--- config.mk ---
export PLATFORM = sky130hd
export DESIGN_NAME = sia_adder
export DESIGN_NICKNAME = d
export VERILOG_FILES = /design/src/rtl/sia_pkg.sv /design/src/rtl/sia_word_mem.sv /design/src/rtl/sia_adder.sv
export SDC_FILE = /design/constraint.sdc
export NUM_CORES = 2
export LEC_CHECK = 0
export ABC_AREA = 1
export BUFFER_PORTS_ARGS = -buffer_cell sky130_fd_sc_hd__buf_2
export CAP_MARGIN = 20
export CORE_UTILIZATION = 44
export CTS_CLUSTER_DIAMETER = 30
export DETAILED_ROUTE_END_ITERATION = 8
export GPL_TIMING_DRIVEN = 0
export PLACE_DENSITY = 0.69
export SYNTH_ARGS = -nofsm -noshare
export SYNTH_HDL_FRONTEND = slang
export SYNTH_SLANG_ARGS = --single-unit
--- constraint.sdc ---
create_clock -name i_ref_clk -period 64.3 [get_ports i_ref_clk]
set_input_delay 12.86 -clock i_ref_clk [delete_from_list [all_inputs] [get_ports i_ref_clk]]
set_output_delay 12.86 -clock i_ref_clk [all_outputs]
set_load 0.01 [all_outputs]
--- src/rtl/sia_pkg.sv ---
// Purpose: shared constants and types of the signed adder block
// Assumes: 32-bit classic wishbone register port, byte addresses
// Notes:   all offsets are byte addresses of aligned 32-bit words

package sia_pkg;

  // ---------------------------------------------------------------
  // register map
  // ---------------------------------------------------------------
  localparam logic [7:0] OFF_CTRL     = 8'h00;
  localparam logic [7:0] OFF_FLAGS    = 8'h04;
  localparam logic [7:0] OFF_S1K      = 8'h08;
  localparam logic [7:0] OFF_S2K      = 8'h0C;
  localparam logic [7:0] OFF_ADDR     = 8'h10;
  localparam logic [7:0] OFF_IRQ_STAT = 8'h14;
  localparam logic [7:0] OFF_IRQ_EN   = 8'h18;
  localparam logic [7:0] OFF_IRQ_CLR  = 8'h1C;
  // data word window 0x40..0x7C, one 16-bit word per bus word
  localparam logic [1:0] MEM_WIN_TAG  = 2'h1;
  localparam int         MEM_WORD_LSB = 2;
  localparam int         MEM_WIN_LSB  = 6;

  // ---------------------------------------------------------------
  // field layouts and masks
  // ---------------------------------------------------------------
  localparam int CTRL_RUN   = 0;
  localparam int CTRL_FORM  = 1;
  localparam int CTRL_FLOAT = 3;
  localparam int CTRL_S1K   = 4;
  localparam int CTRL_S2K   = 5;
  localparam logic [31:0] CTRL_MASK = 32'h0000_003F;
  localparam int ADDR_S1_LSB = 0;
  localparam int ADDR_S2_LSB = 8;
  localparam int ADDR_D_LSB  = 16;
  localparam logic [31:0] ADDR_MASK = 32'h000F_0F0F;
  localparam int FLG_ZERO  = 0;
  localparam int FLG_UNDER = 1;
  localparam int FLG_OVER  = 2;
  localparam int FLG_BUSY  = 3;
  localparam int FLG_EXEC  = 4;
  localparam int IRQ_W     = 3;
  localparam int IRQ_DONE  = 0;
  localparam int IRQ_UNDER = 1;
  localparam int IRQ_OVER  = 2;

  // ---------------------------------------------------------------
  // forms of the addition
  // ---------------------------------------------------------------
  localparam logic [1:0] FORM_PULSE16 = 2'h0;
  localparam logic [1:0] FORM_CONT32  = 2'h1;
  localparam logic [1:0] FORM_PULSE32 = 2'h2;
  localparam logic [1:0] FORM_CONT16  = 2'h3;

  // ---------------------------------------------------------------
  // data memory and number ranges
  // ---------------------------------------------------------------
  localparam int MEM_AW = 4;
  localparam int MEM_DEPTH = 16;
  localparam int WORD_W = 16;
  localparam logic [33:0] LIM16_MAX = 34'h0_0000_7FFF;
  localparam logic [33:0] LIM16_MIN = 34'h3_FFFF_8000;
  localparam logic [33:0] LIM32_MAX = 34'h0_7FFF_FFFF;
  localparam logic [33:0] LIM32_MIN = 34'h3_8000_0000;
  localparam logic [7:0]  FLT_ALIGN_MAX = 8'h19;
  localparam logic [7:0]  FLT_I2F_EXP   = 8'h9E;
  localparam logic [9:0]  FLT_EXP_MAX   = 10'h0FF;

  // ---------------------------------------------------------------
  // sequencer states
  // ---------------------------------------------------------------
  typedef enum logic [3:0] {
    ST_IDLE, ST_RD0, ST_RD1, ST_RD2, ST_RD3, ST_LAST, ST_CALC, ST_WR_LO, ST_WR_HI
  } sia_state_type;

endpackage : sia_pkg

--- src/rtl/sia_word_mem.sv ---
// Purpose: small single-port store of 16-bit data words
// Assumes: one access per clock, read data valid the cycle after
// Notes:   the array itself has no reset, only the read register

`timescale 1ns/100ps

module sia_word_mem
  import sia_pkg::*;
(
  // clock and reset
  input  wire logic              i_ref_clk,
  input  wire logic              i_resetn,
  // access port
  input  wire logic              i_we,
  input  wire logic [MEM_AW-1:0] i_addr,
  input  wire logic [WORD_W-1:0] i_wdata,
  output logic      [WORD_W-1:0] o_rdata
);

  logic [WORD_W-1:0] words [MEM_DEPTH];

  // write port, old value shows on read in the same cycle
  always_ff @(posedge i_ref_clk) begin
    if (i_we) begin
      words[i_addr] <= i_wdata;
    end
  end

  // registered read
  always_ff @(posedge i_ref_clk or negedge i_resetn) begin
    if (!i_resetn) begin
      o_rdata <= 16'h0000;
    end else begin
      o_rdata <= words[i_addr];
    end
  end

endmodule : sia_word_mem

--- src/rtl/sia_adder.sv ---
// Purpose: signed adder with zero, underflow and overflow flags
// Assumes: classic wishbone slave, 20 MHz reference clock
// Notes:   operands come from constants or the 16-word data store
//
// Our own choices: the address map and the Wishbone interface to the registers.

`timescale 1ns/100ps

module sia_adder
  import sia_pkg::*;
(
  // clock and reset
  input  wire logic        i_ref_clk,
  input  wire logic        i_resetn,
  // wishbone slave
  input  wire logic        i_wb_cyc,
  input  wire logic        i_wb_stb,
  input  wire logic        i_wb_we,
  input  wire logic [7:0]  i_wb_adr,
  input  wire logic [3:0]  i_wb_sel,
  input  wire logic [31:0] i_wb_dat,
  output logic      [31:0] o_wb_dat,
  output logic             o_wb_ack,
  // status outputs
  output logic             o_irq,
  output logic             o_exec_state
);

  // -------------------------------------------------------------
  // helper functions
  // -------------------------------------------------------------

  // byte-lane merge for register writes
  function automatic logic [31:0] sel_merge(input logic [31:0] old,
                                            input logic [31:0] nw,
                                            input logic [3:0]  sel);
    logic [31:0] r;
    r = old;
    for (int b = 0; b < 4; b++) begin
      if (sel[b]) begin
        r[8*b +: 8] = nw[8*b +: 8];
      end
    end
    return r;
  endfunction : sel_merge

  // signed integer to single float, truncating low bits
  function automatic logic [31:0] int_to_flt(input logic [31:0] v);
    logic [31:0] m;
    logic [7:0]  e;
    m = v[31] ? (~v + 32'h0000_0001) : v;
    e = FLT_I2F_EXP;
    for (int i = 0; i < 31; i++) begin
      if (!m[31]) begin
        m = m << 1;
        e = e - 8'h01;
      end
    end
    return (v == 32'h0000_0000) ? 32'h0000_0000 : {v[31], e, m[30:8]};
  endfunction : int_to_flt

  // float add, returns {overflow, underflow, result}; truncates,
  // a denormal larger operand gives zero, a denormal smaller one is still added, to keep the datapath small
  function automatic logic [33:0] flt_add(input logic [31:0] x,
                                          input logic [31:0] y);
    logic [31:0] p;
    logic [31:0] q;
    logic [25:0] mp;
    logic [25:0] mq;
    logic [25:0] s;
    logic [9:0]  e;
    logic [7:0]  d;
    p = x;
    q = y;
    if (y[30:0] > x[30:0]) begin
      p = y;
      q = x;
    end
    mp = {2'b00, p[30:23] != 8'h00, p[22:0]};
    mq = {2'b00, q[30:23] != 8'h00, q[22:0]};
    d  = p[30:23] - q[30:23];
    mq = (d > FLT_ALIGN_MAX) ? 26'h000_0000 : (mq >> d);
    s  = (p[31] == q[31]) ? (mp + mq) : (mp - mq);
    e  = {2'b00, p[30:23]};
    if (s[24]) begin
      s = s >> 1;
      e = e + 10'h001;
    end
    for (int i = 0; i < 24; i++) begin
      if (s != 26'h000_0000 && !s[23]) begin
        s = s << 1;
        e = e - 10'h001;
      end
    end
    if (s == 26'h000_0000 || p[30:23] == 8'h00) begin
      return 34'h0_0000_0000;
    end else if (e[9] || e == 10'h000) begin
      return {2'b01, 32'h0000_0000};
    end else if (e >= FLT_EXP_MAX) begin
      return {2'b10, 32'h0000_0000};
    end
    return {2'b00, p[31], e[7:0], s[22:0]};
  endfunction : flt_add

  // -------------------------------------------------------------
  // declarations
  // -------------------------------------------------------------
  sia_state_type     state;
  logic [31:0]       ctrl;
  logic [31:0]       k1;
  logic [31:0]       k2;
  logic [31:0]       addr_cfg;
  logic [IRQ_W-1:0]  irq_stat;
  logic [IRQ_W-1:0]  irq_en;
  logic              zero_result_flag;
  logic              underflow_flag;
  logic              overflow_flag;
  logic              run_q;
  logic              pulse_pend;
  logic              mem_phase;
  logic [MEM_AW-1:0] cur_s1w;
  logic [MEM_AW-1:0] cur_s2w;
  logic [MEM_AW-1:0] cur_dw;
  logic              cur_wide;
  logic              cur_float;
  logic              cur_s1k;
  logic              cur_s2k;
  logic [31:0]       rd_s1;
  logic [31:0]       rd_s2;
  logic [31:0]       res;
  logic              mem_we;
  logic [MEM_AW-1:0] mem_addr;
  logic [WORD_W-1:0] mem_wdata;
  logic [WORD_W-1:0] mem_rdata;
  logic [31:0]       reg_rdata;
  logic [31:0]       op_a;
  logic [31:0]       op_b;
  logic [33:0]       sum;
  logic [33:0]       fres;
  logic [31:0]       calc_res;
  logic              calc_ovf;
  logic              calc_unf;
  logic              calc_zero;
  logic [IRQ_W-1:0]  irq_set;
  logic [IRQ_W-1:0]  irq_clr;

  // -------------------------------------------------------------
  // bus decode and triggers
  // -------------------------------------------------------------
  logic              bus_req;
  logic              is_mem;
  logic              wr_reg;
  logic              bus_mem_go;
  logic              run;
  logic [1:0]        form;
  logic              is_pulse;
  logic              start;
  logic              done_ev;

  assign bus_req    = i_wb_cyc & i_wb_stb & ~o_wb_ack;
  assign is_mem     = (i_wb_adr[7:MEM_WIN_LSB] == MEM_WIN_TAG);
  assign wr_reg     = bus_req & i_wb_we & ~is_mem;
  // bus gets the store only between operations
  assign bus_mem_go = bus_req & is_mem & (state == ST_IDLE) & ~mem_phase;
  assign run        = ctrl[CTRL_RUN];
  assign form       = ctrl[CTRL_FORM +: 2];
  assign is_pulse   = (form == FORM_PULSE16) | (form == FORM_PULSE32);
  assign start      = (state == ST_IDLE) & ~(bus_req & is_mem) & (pulse_pend | (run & ~is_pulse));
  assign done_ev    = (state == ST_WR_HI) | ((state == ST_WR_LO) & ~cur_wide);

  // -------------------------------------------------------------
  // data store
  // -------------------------------------------------------------
  sia_word_mem u_mem (
    .i_ref_clk (i_ref_clk),
    .i_resetn  (i_resetn),
    .i_we      (mem_we),
    .i_addr    (mem_addr),
    .i_wdata   (mem_wdata),
    .o_rdata   (mem_rdata)
  );

  // store port mux; partial-lane bus writes are dropped
  always_comb begin
    mem_addr  = i_wb_adr[MEM_WORD_LSB +: MEM_AW];
    mem_we    = 1'b0;
    mem_wdata = i_wb_dat[15:0];
    unique case (state)
      ST_IDLE:  mem_we = bus_mem_go & i_wb_we & (&i_wb_sel[1:0]);
      ST_RD0:   mem_addr = cur_s1w;
      ST_RD1:   mem_addr = cur_s1w + 4'h1;
      ST_RD2:   mem_addr = cur_s2w;
      ST_RD3:   mem_addr = cur_s2w + 4'h1;
      ST_LAST:  mem_addr = cur_dw;
      ST_CALC:  mem_addr = cur_dw;
      ST_WR_LO: begin
        mem_addr  = cur_dw;
        mem_we    = 1'b1;
        mem_wdata = res[15:0];
      end
      ST_WR_HI: begin
        mem_addr  = cur_dw + 4'h1;
        mem_we    = 1'b1;
        mem_wdata = res[31:16];
      end
    endcase
  end

  // -------------------------------------------------------------
  // sequencer
  // -------------------------------------------------------------

  // reads all finish before the first write
  always_ff @(posedge i_ref_clk or negedge i_resetn) begin
    if (!i_resetn) begin
      state <= ST_IDLE;
    end else begin
      unique case (state)
        ST_IDLE:  if (start) state <= ST_RD0;
        ST_RD0:   state <= ST_RD1;
        ST_RD1:   state <= ST_RD2;
        ST_RD2:   state <= ST_RD3;
        ST_RD3:   state <= ST_LAST;
        ST_LAST:  state <= ST_CALC;
        ST_CALC:  state <= ST_WR_LO;
        ST_WR_LO: state <= cur_wide ? ST_WR_HI : ST_IDLE;
        ST_WR_HI: state <= ST_IDLE;
      endcase
    end
  end

  // addresses and mode frozen at start; k1 and k2 are read live at the add, so mid-run writes to them count
  always_ff @(posedge i_ref_clk or negedge i_resetn) begin
    if (!i_resetn) begin
      cur_s1w   <= 4'h0;
      cur_s2w   <= 4'h0;
      cur_dw    <= 4'h0;
      cur_wide  <= 1'b0;
      cur_float <= 1'b0;
      cur_s1k   <= 1'b0;
      cur_s2k   <= 1'b0;
    end else if (start) begin
      cur_s1w   <= addr_cfg[ADDR_S1_LSB +: MEM_AW];
      cur_s2w   <= addr_cfg[ADDR_S2_LSB +: MEM_AW];
      cur_dw    <= addr_cfg[ADDR_D_LSB +: MEM_AW];
      // width from form, float is always a pair
      cur_wide  <= (form == FORM_CONT32) | (form == FORM_PULSE32) | ctrl[CTRL_FLOAT];
      cur_float <= ctrl[CTRL_FLOAT];
      cur_s1k   <= ctrl[CTRL_S1K];
      cur_s2k   <= ctrl[CTRL_S2K];
    end
  end

  // edge of run arms one pulse add
  always_ff @(posedge i_ref_clk or negedge i_resetn) begin
    if (!i_resetn) begin
      run_q      <= 1'b0;
      pulse_pend <= 1'b0;
    end else begin
      run_q <= run;
      if (run & ~run_q & is_pulse) begin
        pulse_pend <= 1'b1;
      end else if (start) begin
        pulse_pend <= 1'b0;
      end
    end
  end

  // capture halves, read data lags address a cycle
  always_ff @(posedge i_ref_clk or negedge i_resetn) begin
    if (!i_resetn) begin
      rd_s1 <= 32'h0000_0000;
      rd_s2 <= 32'h0000_0000;
    end else begin
      if (state == ST_RD1) rd_s1[15:0]  <= mem_rdata;
      if (state == ST_RD2) rd_s1[31:16] <= mem_rdata;
      if (state == ST_RD3) rd_s2[15:0]  <= mem_rdata;
      if (state == ST_LAST) rd_s2[31:16] <= mem_rdata;
    end
  end

  // -------------------------------------------------------------
  // arithmetic
  // -------------------------------------------------------------
  always_comb begin
    op_a     = cur_s1k ? k1 : rd_s1;
    op_b     = cur_s2k ? k2 : rd_s2;
    sum      = 34'h0_0000_0000;
    fres     = 34'h0_0000_0000;
    calc_res = 32'h0000_0000;
    calc_ovf = 1'b0;
    calc_unf = 1'b0;
    if (cur_float) begin
      // constants to float, then float add
      if (cur_s1k) op_a = int_to_flt(k1);
      if (cur_s2k) op_b = int_to_flt(k2);
      // stored words used as float bits
      fres     = flt_add(op_a, op_b);
      calc_ovf = fres[33];
      calc_unf = fres[32];
      calc_res = fres[31:0];
    end else begin
      if (!cur_wide) begin
        op_a = {{16{op_a[15]}}, op_a[15:0]};
        op_b = {{16{op_b[15]}}, op_b[15:0]};
      end
      sum = {{2{op_a[31]}}, op_a} + {{2{op_b[31]}}, op_b};
      calc_ovf = $signed(sum) > $signed(cur_wide ? LIM32_MAX : LIM16_MAX);
      calc_unf = $signed(sum) < $signed(cur_wide ? LIM32_MIN : LIM16_MIN);
      calc_res = (calc_ovf | calc_unf) ? 32'h0000_0000 : sum[31:0];
    end
    calc_zero = cur_wide ? (calc_res == 32'h0000_0000) : (calc_res[15:0] == 16'h0000);
  end

  // result and all three flags on every add
  always_ff @(posedge i_ref_clk or negedge i_resetn) begin
    if (!i_resetn) begin
      res              <= 32'h0000_0000;
      zero_result_flag <= 1'b0;
      underflow_flag   <= 1'b0;
      overflow_flag    <= 1'b0;
    end else if (state == ST_CALC) begin
      res              <= calc_res;
      zero_result_flag <= calc_zero;
      underflow_flag   <= calc_unf;
      overflow_flag    <= calc_ovf;
    end
  end

  // -------------------------------------------------------------
  // registers and interrupt
  // -------------------------------------------------------------

  // software-written registers, reserved bits masked off
  always_ff @(posedge i_ref_clk or negedge i_resetn) begin
    if (!i_resetn) begin
      ctrl     <= 32'h0000_0000;
      k1       <= 32'h0000_0000;
      k2       <= 32'h0000_0000;
      addr_cfg <= 32'h0000_0000;
      irq_en   <= 3'h0;
    end else if (wr_reg) begin
      case (i_wb_adr)
        OFF_CTRL:   ctrl     <= sel_merge(ctrl, i_wb_dat, i_wb_sel) & CTRL_MASK;
        OFF_S1K:    k1       <= sel_merge(k1, i_wb_dat, i_wb_sel);
        OFF_S2K:    k2       <= sel_merge(k2, i_wb_dat, i_wb_sel);
        OFF_ADDR:   addr_cfg <= sel_merge(addr_cfg, i_wb_dat, i_wb_sel) & ADDR_MASK;
        OFF_IRQ_EN: if (i_wb_sel[0]) irq_en <= i_wb_dat[IRQ_W-1:0];
        default:    ;
      endcase
    end
  end

  // sticky events; a set in the clear cycle survives
  always_comb begin
    irq_set            = '0;
    irq_set[IRQ_DONE]  = done_ev;
    irq_set[IRQ_UNDER] = (state == ST_CALC) & calc_unf;
    irq_set[IRQ_OVER]  = (state == ST_CALC) & calc_ovf;
    irq_clr            = (wr_reg && i_wb_adr == OFF_IRQ_CLR && i_wb_sel[0]) ? i_wb_dat[IRQ_W-1:0] : '0;
  end

  always_ff @(posedge i_ref_clk or negedge i_resetn) begin
    if (!i_resetn) begin
      irq_stat <= 3'h0;
      o_irq    <= 1'b0;
    end else begin
      irq_stat <= (irq_stat & ~irq_clr) | irq_set;
      o_irq    <= |(irq_stat & irq_en);
    end
  end

  // read mux, unmapped words read zero
  always_comb begin
    reg_rdata = 32'h0000_0000;
    case (i_wb_adr)
      OFF_CTRL:     reg_rdata = ctrl;
      OFF_S1K:      reg_rdata = k1;
      OFF_S2K:      reg_rdata = k2;
      OFF_ADDR:     reg_rdata = addr_cfg;
      OFF_IRQ_STAT: reg_rdata[IRQ_W-1:0] = irq_stat;
      OFF_IRQ_EN:   reg_rdata[IRQ_W-1:0] = irq_en;
      OFF_FLAGS: begin
        reg_rdata[FLG_ZERO]  = zero_result_flag;
        reg_rdata[FLG_UNDER] = underflow_flag;
        reg_rdata[FLG_OVER]  = overflow_flag;
        reg_rdata[FLG_BUSY]  = (state != ST_IDLE);
        reg_rdata[FLG_EXEC]  = o_exec_state;
      end
      default:      reg_rdata = 32'h0000_0000;
    endcase
  end

  // ack: registers next edge, store reads one edge later
  always_ff @(posedge i_ref_clk or negedge i_resetn) begin
    if (!i_resetn) begin
      o_wb_ack  <= 1'b0;
      o_wb_dat  <= 32'h0000_0000;
      mem_phase <= 1'b0;
    end else begin
      o_wb_ack <= 1'b0;
      if (mem_phase) begin
        o_wb_ack  <= 1'b1;
        o_wb_dat  <= {16'h0000, mem_rdata};
        mem_phase <= 1'b0;
      end else if (bus_req & ~is_mem) begin
        o_wb_ack <= 1'b1;
        o_wb_dat <= i_wb_we ? 32'h0000_0000 : reg_rdata;
      end else if (bus_mem_go) begin
        o_wb_ack  <= i_wb_we;
        mem_phase <= ~i_wb_we;
      end
    end
  end

  always_ff @(posedge i_ref_clk or negedge i_resetn) begin
    if (!i_resetn) begin
      o_exec_state <= 1'b0;
    end else begin
      o_exec_state <= run;
    end
  end

endmodule : sia_adder

# Word-level counts from Yosys, hierarchy flattened
# Memories as Yosys holds them, arrays and structs flattened. A register that Yosys moved wholly into a read port is not among the register bits.
# Index checks and enable logic that the tools add are counted.
[totals] ff_bits=244 mem_bits_rw=256 n_memories=1
[op_classes] n_addsub=94 magnitude_cmp=5 eq_ne=20 n_shift=1 n_mux=522 bitwise_logic=38 reduce_logical=109
[mem_list] memory="u_mem.words" words=16 width=16 rd=1 rd_ports_with_merged_regs=1 wr=1 line_no="sia_word_mem.sv:20" rtl="logic [WORD_W-1:0] words [MEM_DEPTH];"
[op_table] operator="32-bit two-way mux" count=203
[op_table] operator="8-bit two-way mux" count=180
[op_table] operator="26-bit two-way mux" count=52
[op_table] operator="26-bit nonzero test" count=24
[op_table] operator="10-bit two-way mux" count=49
[op_table] operator="8-bit by 1-bit subtractor with 8-bit output (second input constant)" count=60
[op_table] operator="10-bit by 1-bit subtractor with 10-bit output (second input constant)" count=24
[op_table] operator="34-bit two-way mux" count=4
[op_table] operator="31-bit two-way mux" count=4
[op_table] operator="27-bit one-hot mux with 4 select lines" count=1
[op_table] operator="32-bit logical NOT" count=3
[op_table] operator="32-bit by 1-bit adder with 32-bit output (second input constant)" count=2
[op_table] operator="32-bit NOT" count=2
[op_table] operator="3-bit AND reduction" count=13
[op_table] operator="4-bit one-hot mux with 9 select lines" count=1
[op_table] operator="32-bit by 32-bit adder with 33-bit output" count=1
[op_table] operator="33-bit by 32-bit greater-than comparator with 1-bit output" count=1
[op_table] operator="33-bit by 32-bit less-than comparator with 1-bit output" count=1
[op_table] operator="8-bit by 5-bit equality test with 1-bit output (second input constant)" count=4
[op_table] operator="16-bit one-hot mux with 2 select lines" count=1
[op_table] operator="31-bit greater-than comparator" count=1
[op_table] operator="24-bit by 26-bit adder with 26-bit output" count=1
[op_table] operator="1-bit logical AND" count=26
[op_table] operator="26-bit logical NOT" count=1
[op_table] operator="45 further kinds" count=130

# Logic depth before layout (Yosys ltp)
[depth] ltp_word=242 mapped_depth=279 depth_no_buf=271

# Hierarchy
# From an unflattened synthesis, not the netlist that was laid out.
[hier_totals] cells_unflattened=10070 area_unflattened_um2=63801.2
[by_module_without_submodules] module="sia_adder" instances=1 cells_per_inst=9000 area_per_inst_um2=52569.2 seq_area_each_um2=6105.9
[by_module_without_submodules] module="sia_word_mem" instances=1 cells_per_inst=1070 area_per_inst_um2=11232.0 seq_area_each_um2=8087.8

# Worst setup path after synthesis
# OpenSTA, ideal clock, no wires.
[synth_timing] path_kind="register -> register" start="register k1[0]" end="register zero_result_flag" setup_ns=0.065 t_arrival_ns=31.468 required_ns=64.235 setup_slack_ns=32.768 path_stages_with_launch=264 path_buffers=9 synth_period_minus_slack_ns=31.532 path_cell_list="dfrtp_1 inv_2 ha_1 nand2_1 nor2_4 nand3_1 nand2_1 nand3_1 nand2_2 nand2_1 nand2_1 nand2_1 nand2_1 buf_2 clkbuf_1 o21ai_0 ha_1 o21a_1 [228 not listed] nor2_1 inv_1 nor2_1 nand2_2 nand3_1 nand2_1 nor2_1 nand2_2 nand3_2 nor2_4 buf_8 a21oi_2 nand2_1 nor2_1 nand2_1 nor2_1 nand2_1 nand2_1"
[synth_between] elab_chain_cells=242 word_cells_on_any_way=456
[synth_lines] element="from (decl)" line_no="sia_adder.sv:110" rtl="logic [31:0] k1;"
[synth_lines] element="from (signal assigned)" line_no="sia_adder.sv:345" rtl="OFF_S1K: k1 <= sel_merge(k1, i_wb_dat, i_wb_sel);"
[synth_lines] element="parallel branches: the longest is 239 deep, another holds 32-bit by 1-bit adder with 32-bit output"
[synth_lines] element="32-bit two-way mux (*)" line_no="sia_adder.sv:293" rtl="if (cur_float) begin"
[synth_lines] element="32-bit logical NOT / 16-bit logical NOT (equally long branches)" line_no="sia_adder.sv:312" rtl="calc_zero = cur_wide ? (calc_res == 32'h0000_0000) : (calc_res[15:0] == 16'h0000);"
[synth_lines] element="1-bit two-way mux (*)" line_no="sia_adder.sv:312"
[synth_lines] element="to (signal assigned)" line_no="sia_adder.sv:324" rtl="zero_result_flag <= calc_zero;"
[synth_lines] element="to (decl)" line_no="sia_adder.sv:115" rtl="logic zero_result_flag;"
# Every way passes the cells marked *. The select of a mux whose other input is x is not followed.
# A chain may end at the register's enable or synchronous reset.

# Worst setup path after layout
# Same ends and word-level chain as after synthesis.

==> results.cfg <==
[status]
status = finished with violations
violations = DRC

[run]
max_cap_violations = 0

[floorplanning]
initial_utilization_pct = 44.5
die_w_um = 370
num_rows = 134
dieArea_mm2 = 0.137
core_mm2 = 0.134
pin_count = 84
dieHeight_um = 370

[sta]
slew-limit-headroom_pct = 16.2
tightestPinTransition_ns = 1.25
period_minus_slack_ns = 37.06
setup_viol = 0
fin_tns_setup_ns = 0
grt_setup_unrepaired = false
fin_crit_sh_pct = 57.6
fin_skew_ns = 0.0680
finalHoldViolCount = 0
fmax_mhz = 27.0
drv_slew = 0

[worst_setup_path]
startpoint = k1[0]
cp_top_family = simple AND/OR/NAND/NOR gates
timing.critical_path.buf_inv = 29
critPathCapture = zero_result_flag
endpoint_kind = register
cp_common_cell = nand2_1
slowest_stage = dfrtp_1
crit-reg2reg-launch = k1[0]
rrSetupSlack_ns = 27.24
r2r_end = zero_result_flag
rr_worst_depth = 262
slowest_delay_ns = 0.46
worstSetupPathDepth = 262
cp_max_fo = 10
worst_setup_path_start_kind = register
crit_required_ns = 64.89
critPathArrivalTime_ns = 37.65
worst-setup-path-type = register to register

[finish]
final_layout_size_suffix_gt1_share_pct = 13.1
fin_nets = 10100
area_growth_pct = 11.2

[yosys]
synth.yosys.seq_area_share_pct = 23.8
syn_area_mm2 = 0.0595
yosys_warnings = 0
synth_edf_count = 256
synth_fp_nets = 9919
ys_seq_elements = 516
netlist_instances = 9667
ys_async_sr_fraction_pct = 50.4
synth_ff_type = dfrtp_1
yosys.cell_types.count = 90
synth.avg_cell_area_um2 = 6.16

[global_routing]
grt.overflow.total = 0
grt_max_degree = 92
antenna_found_initial = 5
grt_usage_pct = 31.2
grt_pass1_vias = 59100
grt_pass1_wl_mm = 336

[clock_network]
cts_tree = built
cts_htree_levels = 3
cts_resized = 0
cts_max_path_buffers = 3
clk_pin_slew_ns = 0.05
cts.sinks = 516
clock_latency_ns = 0.67
cts_setup_buffers = 0
root_buffer = clkbuf_16
cts_hold_buf = 0
cts_made_buffers = 101

[drt]
drt-total-wl_mm = 219
dr_total_vias = 64500
firstDrtPassIters = 9
drc = 1
ant_nets = 0
wire_per_inst_um = 18.7
vias_per_cell = 5.50
first_iter_violations = 6082

[hold_path]
hold_class = register to register
min_path_cells = 0

[place]
hpwl_mm = 180
io_buffers = 83
globalplace.congestion = 1.04
## kinds of logic after synthesis
group | Yosys count | share of synthesized area [%]
XOR/XNOR | 142 | 2.10
multiplexers | 4 | 0.0672
AND/OR/NAND/NOR | 6129 | 47.0
buffers and inverters | 1474 | 10.8
flip-flops | 516 | 23.8
adder cells (fa/ha/maj) | 203 | 4.29
AO/OA/AOI/OAI | 1199 | 11.9
## worst min path at each step
stage	from	to	slack [ns]
floorplan	ctrl[0]	o_exec_state	0.37
global placement	ctrl[0]	o_exec_state	0.38
detailed placement	ctrl[0]	o_exec_state	0.38
CTS	ctrl[0]	o_exec_state	0.40
global route	ctrl[0]	o_exec_state	0.41
finish	ctrl[0]	o_exec_state	0.41
## final cells by class
type / count / area [um^2]
well taps: 1768 / 2210
multi-input cells: 7677 / 39000
fillers: 13800 / 67600
repair buffers: 107 / 772
inverters: 1141 / 4350
plain buffers: 333 / 2070
clock buffers: 117 / 2700
diodes: 3 / 7.51
clock inverters: 72 / 928
flip-flops and latches: 516 / 14200
## cell usage after synthesis, types with 33 or more instances
master       n  area [um^2]
a31oi_1     94          588
buf_6       35          394
nand2_2    273         1710
nand4_1    197         1230
o22ai_1     51          319
ha_1       201         2510
xor2_1     108          946
buf_1       34          128
nor2_2      89          557
o21ai_0    491         2460
nor2_4      34          383
nor2_1     647         2430
buf_2       62          310
dfrtp_1    260         6510
a22oi_1     70          526
clkbuf_1   139          522
nor3_1      54          270
o21ai_1     94          470
a21oi_1    196          981
inv_2      161          604
nand2_1   3680        13800
edfxtp_1   256         7690
nand2_4     57          642
nand3_2     90          901
nand3_1    853         4270
xnor2_1     33          289
o211ai_1    48          360
inv_1      932         3500
## flip-flops by register name (all words and copies together), names as in the netlist, 4 cells and up
register and flops:
u_mem.o_rdata 16, ctrl 6, k1 32, k2 32, o_wb_dat 32, cur_dw 4, state 4, rd_s2 32
res 32, addr_cfg 12, rd_s1 32, cur_s1w 4, cur_s2w 4, u_mem.words 256
## worst reg2reg max path: cells and delay by family (launching register included)
family / cells / cell delay, ns
buf+inv: 29 / 3.28
compound gates: 27 / 5.03
fa+ha+maj: 43 / 12.07
simple gates: 162 / 15.96
xor+xnor: 1 / 0.16
flops: 1 / 0.46
## per-layer routing
layer	GRT usage (%)	vias to the layer above	routed length (um)
li1	-	32000	-
met1	42.0	29700	96000
met2	51.0	2389	98300
met3	3.50	414	15300
met4	12.2	2	9300
met5	0	-	11
## layout by cell type, fill, tap and decap left out, types with 17 or more instances in the layout
cell type      n
o221ai_1      25
nand4_1      197
nand3_1      853
nor2_1       631
buf_8         23
nand3_2       90
nor3_1        54
nand2_1     3680
inv_2        161
xor2_1       108
buf_2        147
nand2_2      273
nor2_4        34
clkinvlp_4    18
nor2_2       105
buf_4         33
clkbuf_8      21
buf_6         36
edfxtp_1     256
inv_1        932
o22ai_1       51
clkinv_1      31
nand3_4       19
xnor2_1       33
nand4_4       17
a31oi_1       94
buf_1         34
nand4_2       22
clkbuf_16    103
ha_1         201
a22oi_1       70
o21ai_1       94
a21oi_1      196
o211ai_1      48
dfrtp_1      260
clkbuf_1     146
o21ai_0      491
nand2_4       57
## per-stage QoR
| step | setup slack [ns] | util, % | std cells | instance area [um^2] | hold slack [ns] |
|---|---|---|---|---|---|
| finish | 27.24 | 49.5 | 11700 | 66200 | 0.406 |
| global route | 23.72 | 49.5 | 11700 | 66200 | 0.410 |
| CTS | 27.45 | 49.5 | 11700 | 66200 | 0.401 |
| detailed placement | 27.60 | 46.8 | 11500 | 62600 | 0.385 |
| global placement | 28.10 | 46.5 | 11500 | 62200 | 0.382 |
| floorplan | 32.77 | - | 9667 | 59500 | 0.374 |
Power is not shown: default switching activity piles up to over one toggle a cycle in this logic, so the estimate is an artifact.
